### config.mk
export PLATFORM = sky130hd
export DESIGN_NAME = timer2_baud_clocking
export DESIGN_NICKNAME = d
export VERILOG_FILES = /design/src/verilog/t2_baud_pkg.sv /design/src/verilog/baud_generator.sv /design/src/verilog/timer2_baud_clocking.sv
export SDC_FILE = /design/constraint.sdc
export NUM_CORES = 1
export LEC_CHECK = 0
export BUFFER_PORTS_ARGS = -buffer_cell sky130_fd_sc_hd__buf_2
export CORE_MARGIN = 2
export CORE_UTILIZATION = 30
export CTS_BUF_LIST = sky130_fd_sc_hd__clkbuf_16
export DETAILED_ROUTE_END_ITERATION = 8
export SYNTH_ARGS = -nofsm -noshare
export SYNTH_HDL_FRONTEND = slang
export SYNTH_SLANG_ARGS = --single-unit
### constraint.sdc
create_clock -name ref_clk -period 3.2 [get_ports ref_clk]
set_input_delay 0.64 -clock ref_clk [delete_from_list [all_inputs] [get_ports ref_clk]]
set_output_delay 0.64 -clock ref_clk [all_outputs]
set_load 0.02 [all_outputs]
### src/verilog/t2_baud_pkg.sv
/*
 * Package: register offsets, field positions, reset values and counts
 * for the timer 2 and serial baud clocking block.
 * Assumes: a single 100 MHz peripheral clock domain.
 */
package t2_baud_pkg;

   // ************************************************************
   // register offsets (8-bit special function space)
   // ************************************************************
   localparam logic [7:0] OFS_UART0_BUFFER   = 8'h99;
   localparam logic [7:0] OFS_BRG0_RELOAD    = 8'h9A;
   localparam logic [7:0] OFS_BRG0_CONTROL   = 8'h9B;
   localparam logic [7:0] OFS_BRG1_RELOAD    = 8'hBB;
   localparam logic [7:0] OFS_BRG1_CONTROL   = 8'hBC;
   localparam logic [7:0] OFS_UART1_BUFFER   = 8'hC1;
   localparam logic [7:0] OFS_TIMER2_CONTROL = 8'hC8;
   localparam logic [7:0] OFS_T2_RELOAD_LO   = 8'hCA;
   localparam logic [7:0] OFS_T2_RELOAD_HI   = 8'hCB;
   localparam logic [7:0] OFS_T2_COUNT_LO    = 8'hCC;
   localparam logic [7:0] OFS_T2_COUNT_HI    = 8'hCD;
   localparam logic [7:0] OFS_T1_CONTROL     = 8'hD0;
   localparam logic [7:0] OFS_IRQ_STATUS     = 8'hD1;
   localparam logic [7:0] OFS_IRQ_MASK       = 8'hD2;

   // ************************************************************
   // timer2_control fields
   // ************************************************************
   localparam int T2C_OVF   = 7;
   localparam int T2C_EXF   = 6;
   localparam int T2C_RCLK  = 5;
   localparam int T2C_TX_CLOCK_SELECT  = 4;
   localparam int T2C_EXEN  = 3;
   localparam int T2C_RUN   = 2;
   localparam int T2C_CT    = 1;
   localparam int T2C_CPRL  = 0;

   // ************************************************************
   // generator_control fields
   // ************************************************************
   localparam int GC_RUN   = 4;
   localparam int GC_TXSEL = 3;
   localparam int GC_RXSEL = 2;
   localparam int GC_FAST  = 1;
   localparam int GC_SRC   = 0;

   // serial control bits: [0] double_rate_bit, [2:1] serial mode
   localparam int SC_DOUBLE = 0;
   localparam int SC_MODE_L = 1;

   // interrupt status bits
   localparam int IRQ_T2OVF = 0;
   localparam int IRQ_T2EXT = 1;

   // ************************************************************
   // reset values and counts
   // ************************************************************
   localparam logic [7:0]  RST_BYTE       = 8'h00;
   localparam logic [15:0] RST_WORD       = 16'h0000;
   localparam logic [3:0]  OSC_DIV12_LAST = 4'hB;
   localparam logic [2:0]  SLOW_DIV_LAST  = 3'h5;

endpackage : t2_baud_pkg

### src/verilog/baud_generator.sv
/*
 * One internal baud rate generator: 8-bit up counter reloaded from
 * software, optional slow prescale, one-cycle tick at overflow.
 * Assumes: reload written over the register port, same clock.
 */
`timescale 1ns/1ps
module baud_generator
   import t2_baud_pkg::*;
(
   // clock and reset
   input  wire logic       ref_clk,
   input  wire logic       reset_n,
   // control
   input  wire logic       run,
   input  wire logic       fast,
   input  wire logic [7:0] reloadValue,
   // output
   output logic            tick
);

   logic [7:0] count_q;
   logic [2:0] pre_q;
   logic       step;
   logic       wrap;

   // slow mode steps once every six clocks
   assign step = run & (fast | (pre_q == SLOW_DIV_LAST));
   assign wrap = step & (count_q == 8'hFF);

   always_ff @(posedge ref_clk) begin
      if (!reset_n || !run) begin
         pre_q <= 3'h0;
      end else begin
         pre_q <= (pre_q == SLOW_DIV_LAST) ? 3'h0 : pre_q + 3'h1;
      end
   end

   always_ff @(posedge ref_clk) begin
      if (!reset_n) begin
         count_q <= RST_BYTE;
         tick    <= 1'b0;
      end else begin
         tick <= wrap;
         if (wrap) begin
            count_q <= reloadValue;
         end else if (step) begin
            count_q <= count_q + 8'h01;
         end
      end
   end

endmodule : baud_generator

### src/verilog/timer2_baud_clocking.sv
/*
 * Timer 2 with capture/reload and external trigger, two internal
 * baud generators, serial clock selection and the two serial buffers.
 * Assumes: register port on ref_clk, pins asynchronous, timer 1
 * overflow as a one-cycle pulse from logic on the same clock.
 */
// The address-and-strobe port is this design's own decision.
`timescale 1ns/1ps
module timer2_baud_clocking
   import t2_baud_pkg::*;
(
   // clock and reset
   input  wire logic       ref_clk,
   input  wire logic       reset_n,
   // register port
   input  wire logic [7:0] regAddr,
   input  wire logic [7:0] regWdata,
   input  wire logic       regWrite,
   input  wire logic       regRead,
   output logic      [7:0] regRdata,
   // pins and neighbours
   input  wire logic       count_input_pin,
   input  wire logic       ext_trigger_pin,
   input  wire logic       timer1Overflow,
   // serial bit clocks, one per channel
   output logic      [1:0] txBitClock,
   output logic      [1:0] rxBitClock,
   // interrupt
   output logic            irq
);

   // ************************************************************
   // registers
   // ************************************************************
   logic [7:0]  t2Ctrl_q;
   logic [15:0] t2Count_q;
   logic [15:0] t2Reload_q;
   logic [7:0]  uartBuf_q [2];
   logic [7:0]  brgReload_q [2];
   logic [4:0]  genCtrl_q [2];
   logic [2:0]  serCtrl_q [2];
   logic [1:0]  irqStat_q;
   logic [1:0]  irqMask_q;
   logic [3:0]  oscDiv_q;
   logic [1:0]  txHalf_q;
   logic [1:0]  rxHalf_q;
   logic [2:0]  cntSync_q;
   logic [2:0]  trgSync_q;

   // ************************************************************
   // register decode
   // ************************************************************
   function automatic logic hit(input logic [7:0] a, input logic [7:0] ofs);
      hit = (a == ofs);
   endfunction : hit

   wire wrCtrl   = regWrite & hit(regAddr, OFS_TIMER2_CONTROL);
   wire wrRldLo  = regWrite & hit(regAddr, OFS_T2_RELOAD_LO);
   wire wrRldHi  = regWrite & hit(regAddr, OFS_T2_RELOAD_HI);
   wire wrCntLo  = regWrite & hit(regAddr, OFS_T2_COUNT_LO);
   wire wrCntHi  = regWrite & hit(regAddr, OFS_T2_COUNT_HI);
   wire wrStat   = regWrite & hit(regAddr, OFS_IRQ_STATUS);
   wire wrMask   = regWrite & hit(regAddr, OFS_IRQ_MASK);
   wire [1:0] wrBuf = {regWrite & hit(regAddr, OFS_UART1_BUFFER),
                       regWrite & hit(regAddr, OFS_UART0_BUFFER)};
   wire [1:0] wrBrl = {regWrite & hit(regAddr, OFS_BRG1_RELOAD),
                       regWrite & hit(regAddr, OFS_BRG0_RELOAD)};
   wire [1:0] wrGen = {regWrite & hit(regAddr, OFS_BRG1_CONTROL),
                       regWrite & hit(regAddr, OFS_BRG0_CONTROL)};
   wire [1:0] wrSer = {regWrite & hit(regAddr, OFS_T1_CONTROL + 8'h04),
                       regWrite & hit(regAddr, OFS_T1_CONTROL)};

   // ************************************************************
   // pin synchronisers
   // ************************************************************
   // two-stage sync, edge from later stages
   always_ff @(posedge ref_clk) begin
      if (!reset_n) begin
         cntSync_q <= 3'b111;
         trgSync_q <= 3'b111;
      end else begin
         cntSync_q <= {cntSync_q[1:0], count_input_pin};
         trgSync_q <= {trgSync_q[1:0], ext_trigger_pin};
      end
   end

   wire cntFall = cntSync_q[2] & ~cntSync_q[1];
   wire trgFall = trgSync_q[2] & ~trgSync_q[1];

   // ************************************************************
   // timer 2
   // ************************************************************
   wire serialUse = t2Ctrl_q[T2C_RCLK] | t2Ctrl_q[T2C_TX_CLOCK_SELECT];
   wire t2Step    = t2Ctrl_q[T2C_RUN] & (t2Ctrl_q[T2C_CT] ? cntFall : 1'b1);
   wire t2Ovf     = t2Step & (t2Count_q == 16'hFFFF);
   wire trgEvent  = t2Ctrl_q[T2C_EXEN] & trgFall;
   wire capMode   = t2Ctrl_q[T2C_CPRL] & ~serialUse;
   wire doReload  = t2Ovf | (trgEvent & ~capMode);
   wire doCapture = trgEvent & capMode;
   // overflow flag gated by serial use
   wire setOvf    = t2Ovf & ~serialUse;

   always_ff @(posedge ref_clk) begin
      if (!reset_n) begin
         t2Count_q  <= RST_WORD;
         t2Reload_q <= RST_WORD;
      end else begin
         if (doCapture) begin
            t2Reload_q <= t2Count_q;
         end else begin
            if (wrRldLo) t2Reload_q[7:0]  <= regWdata;
            if (wrRldHi) t2Reload_q[15:8] <= regWdata;
         end
         if (doReload) begin
            t2Count_q <= t2Reload_q;
         end else if (wrCntLo) begin
            t2Count_q[7:0] <= regWdata;
         end else if (wrCntHi) begin
            t2Count_q[15:8] <= regWdata;
         end else if (t2Step) begin
            t2Count_q <= t2Count_q + 16'h0001;
         end
      end
   end

   // hardware set wins over a software clear in the same cycle
   wire [7:0] ctrlWr = wrCtrl ? regWdata : t2Ctrl_q;
   always_ff @(posedge ref_clk) begin
      if (!reset_n) begin
         t2Ctrl_q <= RST_BYTE;
      end else begin
         t2Ctrl_q[5:0] <= ctrlWr[5:0];
         t2Ctrl_q[T2C_OVF] <= ctrlWr[T2C_OVF] | setOvf;
         t2Ctrl_q[T2C_EXF] <= ctrlWr[T2C_EXF] | trgEvent;
      end
   end

   // ************************************************************
   // interrupts
   // ************************************************************
   wire [1:0] irqEvents = {trgEvent, setOvf};
   always_ff @(posedge ref_clk) begin
      if (!reset_n) begin
         irqStat_q <= 2'b00;
         irqMask_q <= 2'b00;
         irq       <= 1'b0;
      end else begin
         // event sticky, write one to clear
         irqStat_q <= (irqStat_q & ~(wrStat ? regWdata[1:0] : 2'b00)) | irqEvents;
         if (wrMask) irqMask_q <= regWdata[1:0];
         irq <= |(irqStat_q & irqMask_q);
      end
   end

   // ************************************************************
   // oscillator over twelve for mode 0
   // ************************************************************
   wire osc12Tick = (oscDiv_q == OSC_DIV12_LAST);
   always_ff @(posedge ref_clk) begin
      if (!reset_n) begin
         oscDiv_q <= 4'h0;
      end else begin
         oscDiv_q <= osc12Tick ? 4'h0 : oscDiv_q + 4'h1;
      end
   end

   // ************************************************************
   // per channel: generator, buffer, clock selection
   // ************************************************************
   genvar ch;
   generate
      for (ch = 0; ch < 2; ch++) begin : g_chan
         logic       genTick;
         logic [1:0] mode;
         logic       uartMode13;
         logic       txSrc;
         logic       rxSrc;
         logic       txPre;
         logic       rxPre;
         logic       dbl;

         baud_generator u_gen (
            .ref_clk     (ref_clk),
            .reset_n     (reset_n),
            .run         (genCtrl_q[ch][GC_RUN]),
            .fast        (genCtrl_q[ch][GC_FAST]),
            .reloadValue (brgReload_q[ch]),
            .tick        (genTick)
         );

         assign mode       = serCtrl_q[ch][SC_MODE_L +: 2];
         assign uartMode13 = mode[0];
         assign dbl        = serCtrl_q[ch][SC_DOUBLE];
         // timer 2 drives channel 0 only; channel 1 uses timer 1
         assign txSrc = genCtrl_q[ch][GC_TXSEL] ? genTick :
                        ((ch == 0) && t2Ctrl_q[T2C_TX_CLOCK_SELECT]) ? t2Ovf : timer1Overflow;
         assign rxSrc = genCtrl_q[ch][GC_RXSEL] ? genTick :
                        ((ch == 0) && t2Ctrl_q[T2C_RCLK]) ? t2Ovf : timer1Overflow;
         assign txPre = uartMode13 ? txSrc :
                        (mode == 2'd0) ? (genCtrl_q[ch][GC_SRC] ? genTick : osc12Tick) : 1'b1;
         assign rxPre = uartMode13 ? rxSrc :
                        (mode == 2'd0) ? (genCtrl_q[ch][GC_SRC] ? genTick : osc12Tick) : 1'b1;

         // halve the ticks unless double rate in modes 1-3
         always_ff @(posedge ref_clk) begin
            if (!reset_n) begin
               txHalf_q[ch]   <= 1'b0;
               rxHalf_q[ch]   <= 1'b0;
               txBitClock[ch] <= 1'b0;
               rxBitClock[ch] <= 1'b0;
            end else begin
               if (txPre) txHalf_q[ch] <= ~txHalf_q[ch];
               if (rxPre) rxHalf_q[ch] <= ~rxHalf_q[ch];
               txBitClock[ch] <= txPre & ((dbl && mode != 2'd0) | txHalf_q[ch]);
               rxBitClock[ch] <= rxPre & ((dbl && mode != 2'd0) | rxHalf_q[ch]);
            end
         end

         always_ff @(posedge ref_clk) begin
            if (!reset_n) begin
               brgReload_q[ch] <= RST_BYTE;
               genCtrl_q[ch]   <= 5'h00;
               serCtrl_q[ch]   <= 3'h0;
            end else begin
               if (wrBrl[ch]) brgReload_q[ch] <= regWdata;
               if (wrGen[ch]) genCtrl_q[ch]   <= regWdata[4:0];
               if (wrSer[ch]) serCtrl_q[ch]   <= regWdata[2:0];
            end
         end

         always_ff @(posedge ref_clk) begin
            if (wrBuf[ch]) uartBuf_q[ch] <= regWdata;
         end
      end
   endgenerate

   // ************************************************************
   // read mux, data one cycle after the strobe
   // ************************************************************
   logic [7:0] rdMux;
   always_comb begin
      unique case (regAddr)
         OFS_UART0_BUFFER:        rdMux = uartBuf_q[0];
         OFS_UART1_BUFFER:        rdMux = uartBuf_q[1];
         OFS_BRG0_RELOAD:         rdMux = brgReload_q[0];
         OFS_BRG1_RELOAD:         rdMux = brgReload_q[1];
         OFS_BRG0_CONTROL:        rdMux = {3'h0, genCtrl_q[0]};
         OFS_BRG1_CONTROL:        rdMux = {3'h0, genCtrl_q[1]};
         OFS_TIMER2_CONTROL:      rdMux = t2Ctrl_q;
         OFS_T2_RELOAD_LO:        rdMux = t2Reload_q[7:0];
         OFS_T2_RELOAD_HI:        rdMux = t2Reload_q[15:8];
         OFS_T2_COUNT_LO:         rdMux = t2Count_q[7:0];
         OFS_T2_COUNT_HI:         rdMux = t2Count_q[15:8];
         OFS_T1_CONTROL:          rdMux = {5'h00, serCtrl_q[0]};
         OFS_T1_CONTROL + 8'h04:  rdMux = {5'h00, serCtrl_q[1]};
         OFS_IRQ_STATUS:          rdMux = {6'h00, irqStat_q};
         OFS_IRQ_MASK:            rdMux = {6'h00, irqMask_q};
         default:                 rdMux = 8'h00;
      endcase
   end

   always_ff @(posedge ref_clk) begin
      if (!reset_n) begin
         regRdata <= 8'h00;
      end else begin
         regRdata <= regRead ? rdMux : 8'h00;
      end
   end

endmodule : timer2_baud_clocking

# After elaboration in Yosys (flattened, before gate mapping)
# Memories as Yosys holds them, arrays and structs flattened.
# Index checks and enable logic that the tools add are counted.
# Widths: inputs -> output; s select.
[totals]
input_bits = 23
register_bits = 95
mem_bits_rw = 48
n_memories = 4
[memory_table]
columns = ["memory", "words", "word_bits", "read_ports", "rd_clocked_by_memory_dff", "write_ports", "line_no", "text"]
rows = [
  ["brgReload_q", 2, 8, 2, 0, 2, "timer2_baud_clocking.sv:39", "logic [7:0] brgReload_q [2];"],
  ["uartBuf_q", 2, 8, 2, 0, 1, "timer2_baud_clocking.sv:38", "logic [7:0] uartBuf_q [2];"],
  ["genCtrl_q", 2, 5, 2, 0, 2, "timer2_baud_clocking.sv:40", "logic [4:0] genCtrl_q [2];"],
  ["serCtrl_q", 2, 3, 2, 0, 2, "timer2_baud_clocking.sv:41", "logic [2:0] serCtrl_q [2];"],
]
[op_classes]
bitwise = 61
reduce_logical = 25
n_addsub = 6
n_mux = 63
n_eq_ne = 23
[ops]
columns = ["cell", "count"]
rows = [
  ["$eq 8x8->1 const B", 17],
  ["$pmux 8 s15", 1],
  ["$mux 8", 14],
  ["$mux 16", 3],
  ["$mux 1", 40],
  ["$and 1x1->1", 32],
  ["$add 16x1->16 const B", 1],
  ["$add 8x1->8 const B", 2],
  ["$eq 16x16->1 const B", 1],
  ["$or 1x1->1", 16],
  ["$reduce_bool 2->1", 6],
  ["$mux 5", 2],
  ["$not 1->1", 9],
  ["$reduce_or 2->1", 4],
  ["$reduce_or 8->1", 1],
  ["$add 3x1->3 const B", 2],
  ["$eq 3x3->1 const B", 2],
  ["$mux 3", 2],
  ["$reduce_and 2->1", 3],
  ["$reduce_bool 3->1", 2],
  ["$add 4x1->4 const B", 1],
  ["$and 2x2->2", 2],
  ["$eq 4x4->1 const B", 1],
  ["$logic_not 2->1", 2],
  ["other kinds (8)", 12],
]

# Logic depth before layout (Yosys ltp)
# Gate-level depths: netlist of run 1.
[logic_depth]
word_depth = 9
ltp_mapped = 9

# By module
# A second synthesis of run 1 with hierarchy kept.
[unflattened]
cells_unflattened = 795
hier_area_um2 = 7387.1
[by_module_without_submodules]
columns = ["mod", "area_per_inst_um2", "instances", "cells_each"]
rows = [
  ["timer2_baud_clocking", 6130.9, 1, 653],
  ["baud_generator", 628.1, 2, 71],
]

# Worst setup path before layout of run 1
# No wires, ideal clock.
[synth_path]
kind = "input -> register"
from = "input port regAddr[2]"
to = "memory brgReload_q[0][0] (enable)"
required_time_ps = 2816
arrival_ps = 2129
path_stages = 6
path_buffers = 2
setup_ps = 384
path_slack_ps = 687
cell_sequence = "buf_6 nor3b_1 and2_1 clkbuf_1 nand2_1 o21ai_0"
[synth_lines]
columns = ["element", "line_no", "text"]
rows = [
  ["start, declared", "timer2_baud_clocking.sv:16", "input wire logic [7:0] regAddr,"],
  ["end, declared", "timer2_baud_clocking.sv:39", ""],
]

# Final worst setup path of run 1
[layout_path]
from = "register t2Count_q[2]"
to = "register t2Count_q[15]"
[layout_between]
elab_chain_len = 5
[layout_rtl]
columns = ["element", "line_no", "text"]
rows = [
  ["start, declared", "timer2_baud_clocking.sv:36", "logic [15:0] t2Count_q;"],
  ["start signal, assigned", "timer2_baud_clocking.sv:115", "t2Count_q <= t2Reload_q;"],
  ["start signal, assigned", "timer2_baud_clocking.sv:117", "t2Count_q[7:0] <= regWdata;"],
  ["start signal, assigned", "timer2_baud_clocking.sv:121", "t2Count_q <= t2Count_q + 16'h0001;"],
  ["$add 16x1->16 / $eq 16x16->1 (equally long branches)", "timer2_baud_clocking.sv:121, timer2_baud_clocking.sv:95", ""],
  ["$mux 16 / $and 1x1->1 (equally long branches)", "timer2_baud_clocking.sv:120, timer2_baud_clocking.sv:95", ""],
  ["$mux 8 / $or 1x1->1 (equally long branches)", "timer2_baud_clocking.sv:118, timer2_baud_clocking.sv:98", ""],
  ["$mux 8 (tied with other cells)", "timer2_baud_clocking.sv:116", "end else if (wrCntLo) begin"],
  ["$mux 16 / $reduce_and 2->1 (equally long branches)", "--", ""],
]
# Parallel ways exist; a longest one is shown, timed or not. The select of a mux whose other input is x is not followed.
# A chain may end at the register's enable or synchronous reset.

==> results of run 1 <==
state kept, by name, summed over array words and instances, names as in the netlist, 4 cells and up:
signal	cells
g_chan.u_gen.count_q	16
t2Reload_q	16
brgReload_q	16
genCtrl_q	10
oscDiv_q	4
t2Count_q	16
regRdata	8
t2Ctrl_q	8
serCtrl_q	6
g_chan.u_gen.pre_q	6
uartBuf_q	16
critical path, delay by kind of cell, from the launching register on:
| family | cells | cell delay, ns |
|---|---|---|
| AND/OR/NAND/NOR | 3 | 1.12 |
| AO/OA/AOI/OAI | 2 | 0.63 |
| flip-flops | 1 | 0.57 |
cells by family after synthesis:
| group | synth area share |
|---|---|
| xor gates and xnor gates | 0.00719 |
| buffers and inverters | 0.0414 |
| DFF | 0.457 |
| AOI/OAI and AO/OA | 0.181 |
| muxes | 0.0818 |
| and+or+nand+nor | 0.218 |
| adders and majority gates | 0.0137 |
where the power goes:
part / internal (W) / total (W) / switching, W
clock: 0.00108 / 0.00189 / 0.000809
sequential: 0.00192 / 0.00196 / 0.0000381
combinational: 0.0000779 / 0.000246 / 0.000168
path summary, 6_finish.rpt:
kind | from | endpoint | slack (ns) | depth (start not counted)
worst min-delay path | ext_trigger_pin | trgSync_q[0] | 0.39 | 2
worst min register to register | cntSync_q[0] | cntSync_q[1] | 0.42 | 1
worst max register to register | t2Count_q[2] | t2Count_q[15] | 0.73 | 5
worst max-delay path | t2Count_q[2] | t2Count_q[15] | 0.73 | 5
metal layers:
metal / GRT usage / part of all wire / vias to the layer above
met5: 0 / 0 / -
met4: 0.0786 / 0.036 / 0
met3: 0.0478 / 0.069 / 52
met2: 0.272 / 0.45 / 243
met1: 0.237 / 0.44 / 3028
li1: - / - / 2953
final cells by class:
| type | count | area, um2 | share of cell area |
|---|---|---|---|
| multi-input combinational | 562 | 3660 | 0.438 |
| inverter | 15 | 56.3 | 0.00673 |
| clock inverter | 13 | 86.3 | 0.0103 |
| tap | 324 | 405 | 0.0485 |
| clock buffer | 19 | 475 | 0.0569 |
| timing repair buffer | 54 | 330 | 0.0395 |
| sequential | 143 | 3340 | 0.400 |
metrics by stage:
step / instance area, um2 / total power, W / instances
2_1_floorplan: 7310 / 0.00213 / 769
3_3_place_gp: 7800 / 0.00224 / 1098
6_report: 8360 / 0.00409 / 1130
5_1_grt: 8360 / 0.00422 / 1130
4_1_cts: 8360 / 0.00412 / 1130
3_5_place_dp: 7800 / 0.00224 / 1098
placed cells by master (no fill, tap or decap), types with 7 or more instances in the layout:
cell / count
mux2i_1: 44
a22o_1: 8
nand3_1: 24
nor3_1: 18
nor2_1: 77
a21oi_1: 41
buf_4: 18
o22ai_1: 7
o21ai_0: 25
nor4_1: 16
mux2_2: 12
nand2_1: 60
clkbuf_16: 19
and2_1: 14
and3_1: 22
edfxtp_1: 48
ha_1: 8
nand2b_1: 13
buf_2: 35
nor2b_1: 8
a211oi_1: 21
a31oi_1: 18
inv_1: 15
and4_1: 7
a22oi_1: 17
nand4_1: 9
dfxtp_1: 95
==> reports/metrics.csv, run 1 <==
stage,metric,value,unit
run_status,status,finished clean,
sta,min_period,2.47,ns
sta,slew_headroom,0.472,
global_routing,grt_remaining_overflow,0,
logic_synthesis,synth_area_leaders,"dfxtp_1, edfxtp_1, mux2i_1, nor2_1, nand2_1",
power_and_ir_drop,irDropWorstVdd,0.378,mV
sta,clock_skew,0.0107,ns
layout,final_util,0.347,
job,drv_cap,0,
clocking,worstSkewPairLatency,0.44,ns
floorplanning,rows,57,
floorplanning,die_w,160,um
critical_path,crit_fanout,25,
critical_path,cp-end-kind,flop,
sta,holdWs,0.391,ns
layout,num_antenna_cells,0,
layout,layout-drive-gt1-share,0.138,
clocking,cts_tree,yes,
clocking,cts_made_buffers,17,
global_routing,grt_max_degree,36,
logic_synthesis,synth-edff-count,48,
global_routing,antenna_found_initial,0,
routing,drt_iter0_markers,627,
routing,drt-total-wl,22300,um
logic_synthesis,synth.distinct_cells,71,
floorplanning,fp.dieArea,25600,um2
placed_design,io_buffer_count,35,
clocking,clk_path_buf_depth,2,
logic_synthesis,avgSynthCellArea,9.51,um2
global_routing,grt_pass1_wl,34800,um
hold_path,hold_path.class,in -> reg,
clocking,cts.sinks,143,
logic_synthesis,synth_area,7310,um2
clocking,clk_pin_slew_worst_paths,0.06,ns
sta,rsz0062_at_grt,false,
routing,num_vias,6276,
logic_synthesis,syn_inst,769,
logic_synthesis,yosysWarnings,0,
critical_path,start_kind,flop,
routing,wire_per_inst,19.7,um
layout,fill_cells,2488,
sta,hold_viol,0,
power_and_ir_drop,leakagePower,3.12,nW
logic_synthesis,ys_ff_latch,143,
logic_synthesis,synth_nets,800,
logic_synthesis,yosysMostFrequentCell,dfxtp_1,
clocking,postCtsSetupRepairBufs,0,
clocking,cts_hold_buf,0,
routing,ant_nets,0,
sta,fin_crit_sh,0.772,
logic_synthesis,yosysTopAreaCellShare,0.260,
logic_synthesis,seq_area_frac_synth,0.457,
power_and_ir_drop,p_per_area,490,nW/um2
clocking,htree_levels,4,
floorplanning,num_io_pins,36,
logic_synthesis,synth_largest_area_cell,dfxtp_1,
critical_path,slowest_stage,dfxtp_1,
sta,fin_setup_tns,0,ns
floorplanning,core,24100,um2
placed_design,place.gp.congestion,0.932,
sta,clock.fmax,405,MHz
sta,slew_viol_final,0,
sta,setup_viol,0,
critical_path,critPathArrivalTime,2.76,ns
critical_path,max_stage_delay,0.57,ns
placed_design,dp_hpwl,15800,um
floorplanning,initial_utilization,0.303,
sta,setup_ws,0.730,ns
layout,fin_nets,824,
critical_path,path_class,reg -> reg,
critical_path,path_cells,"and4_1, nand4_1, o21ba_2, nand2_1, o32ai_1",
routing,drc,0,
critical_path,cp.required,3.49,ns
placed_design,dpl_worst_slack,0.574,ns
layout,syn2layout_area_growth,14.4,%
routing,drt-pass1-iter-count,6,
global_routing,grt_pass1_vias,5885,
routing,viasPerCell,5.55,
logic_synthesis,synth_common_cells,"dfxtp_1, nor2_1, nand2_1",
clocking,cts-root-buf,clkbuf_16,
global_routing,track_usage,0.178,
logic_synthesis,ys.flop_type,dfxtp_1,
sta,tightest_slew,0.784,ns
logic_synthesis,async_reset_ff_frac,0,
clocking,cts_resized,0,
floorplanning,fp.dieH,160,um
(Power assumes the default switching activity.)
==> run 2: changes to the inputs <==
Clock period 3.2 ns to 2.38 ns, I/O delays scaled along.
==> run 2 against run 1 <==
Final cell count up 3.3%; fmax up 19%; final area up 4.2%; critical path depth up 1; sequential power up 34%; global-route usage up 0.80 points; clock-buffer cell count down 1; largest power group is now clock; sequential share of layout area down 1.6 points; highest routed layer unchanged; register-to-register slack worse by 0.42 ns; utilization up 1.5 points.
==> reports/metrics.csv, run 2 (synthesis results as in run 1) <==
stage,metric,value,unit
clocking,postCtsSetupRepairBufs,0,
routing,wire_per_inst,20.0,um
power_and_ir_drop,seq_power_share,0.457,
routing,drc,0,
routing,drt-pass1-iter-count,7,
sta,min_period,2.07,ns
global_routing,track_usage,0.186,
global_routing,grt_max_degree,30,
global_routing,met3_usage,0.0473,
floorplanning,core,24100,um2
sta,clock.fmax,483,MHz
floorplanning,rows,57,
power_and_ir_drop,pwr-share-clk,0.481,
routing,viasPerCell,5.51,
floorplanning,die_w,160,um
critical_path,rr_worst_depth,6,
critical_path,crit_fanout,8,
sta,clock_skew,0.0187,ns
run_status,status,finished clean,
layout,final_common_cell,dfxtp_1,
routing,drt-total-wl,23300,um
sta,slew_headroom,0.386,
sta,hold_viol,0,
clocking,cts_tree,yes,
hold_path,hold_depth,2,
global_routing,grt.met1_usage,0.248,
sta,fin_setup_tns,0,ns
critical_path,cp.required,2.70,ns
layout,layout_common_cells,"dfxtp_1, nor2_1, nand2_1",
critical_path,path_class,reg -> reg,
routing,ant_nets,0,
global_routing,grt_pass1_wl,36400,um
power_and_ir_drop,p_int,0.00426,W
global_routing,busiest_layer,met2,
sta,slew_viol_final,0,
global_routing,antenna_found_initial,0,
clocking,htree_levels,4,
global_routing,grt_pass1_vias,6242,
power_and_ir_drop,swShare,0.260,
critical_path,critPathArrivalTime,2.39,ns
critical_path,cp-end-kind,flop,
layout,num_antenna_cells,0,
power_and_ir_drop,p_comb_frac,0.062,
sta,fin_crit_sh,0.870,
clocking,cts_resized,0,
placed_design,dp_hpwl,16800,um
placed_design,io_buffer_count,35,
critical_path,start_kind,flop,
clocking,clk_pin_slew_worst_paths,0.07,ns
clocking,clk_path_buf_depth,2,
layout,syn2layout_area_growth,19.2,%
power_and_ir_drop,leakagePower,3.32,nW
floorplanning,num_io_pins,36,
clocking,worstSkewPairLatency,0.45,ns
global_routing,grt_remaining_overflow,0,
power_and_ir_drop,p_sw,0.00149,W
routing,num_vias,6436,
clocking,cts_hold_buf,0,
clocking,cts.sinks,143,
routing,drt_iter0_markers,743,
floorplanning,initial_utilization,0.303,
layout,fin_nets,861,
sta,rsz0062_at_grt,false,
hold_path,hold_path.class,in -> reg,
sta,setup_viol,0,
sta,tightest_slew,0.911,ns
power_and_ir_drop,irDropWorstVdd,0.503,mV
layout,layout-drive-gt1-share,0.179,
floorplanning,fp.dieH,160,um
clocking,cts-root-buf,clkbuf_16,
floorplanning,fp.dieArea,25600,um2
global_routing,use_met2,0.290,
power_and_ir_drop,power.total,0.00575,W
power_and_ir_drop,p_per_area,660,nW/um2
job,drv_cap,0,
clocking,cts_made_buffers,17,
placed_design,place.gp.congestion,0.926,
[run 2: through the flow]
stage	hold WS, ns	utilization	setup slack, ns	cells	instance area, um2
final	0.211	0.361	0.310	1167	8710
after CTS	0.200	0.361	0.305	1167	8710
after global routing	0.220	0.361	0.107	1167	8710
after detailed placement	0.402	0.336	0.0787	1135	8100
after global placement	0.391	0.336	0.105	1135	8100
after floorplan	0.386	-	0.0308	769	7310
[run 2: area by class of cell]
type,instances,area (um2)
fillers,2465,15400
multi-input cells,562,3660
flip-flops and latches,143,3340
repair buffers,91,633
clock buffers,18,450
well taps,324,405
clock inverters,14,161
inverters,15,56.3
[run 2: power by group through the flow]
stage / clock, W / sequential [W] / combinational, W
6_report: 0.00277 / 0.00263 / 0.000356
5_1_grt: 0.00292 / 0.00263 / 0.000384
4_1_cts: 0.00281 / 0.00263 / 0.000354
3_5_place_dp: 0 / 0.00268 / 0.000352
3_3_place_gp: 0 / 0.00268 / 0.000347
2_1_floorplan: 0 / 0.00267 / 0.000197
[run 2: routing by layer]
metal  share of wire  vias to the layer above
li1                -                     3027
met1            0.44                     3108
met2            0.46                      261
met3           0.070                       40
met4           0.028                        0
met5               0                        -
[run 2: critical path, cell delays in order, from the launching register on]
cell and delay (ns):
dfxtp_1 0.51, and4_1 0.30, o2111ai_1 0.22, buf_4 0.22
o31ai_1 0.37, a31oi_1 0.19, mux2i_1 0.14
[run 2: worst paths after layout]
kind / from / endpoint / slack (ns)
setup / recovery: t2Count_q[12] / rxHalf_q[0] / 0.31
hold / removal: count_input_pin / cntSync_q[0] / 0.21
setup reg to reg: t2Count_q[12] / rxHalf_q[0] / 0.31
hold reg to reg: cntSync_q[0] / cntSync_q[1] / 0.41
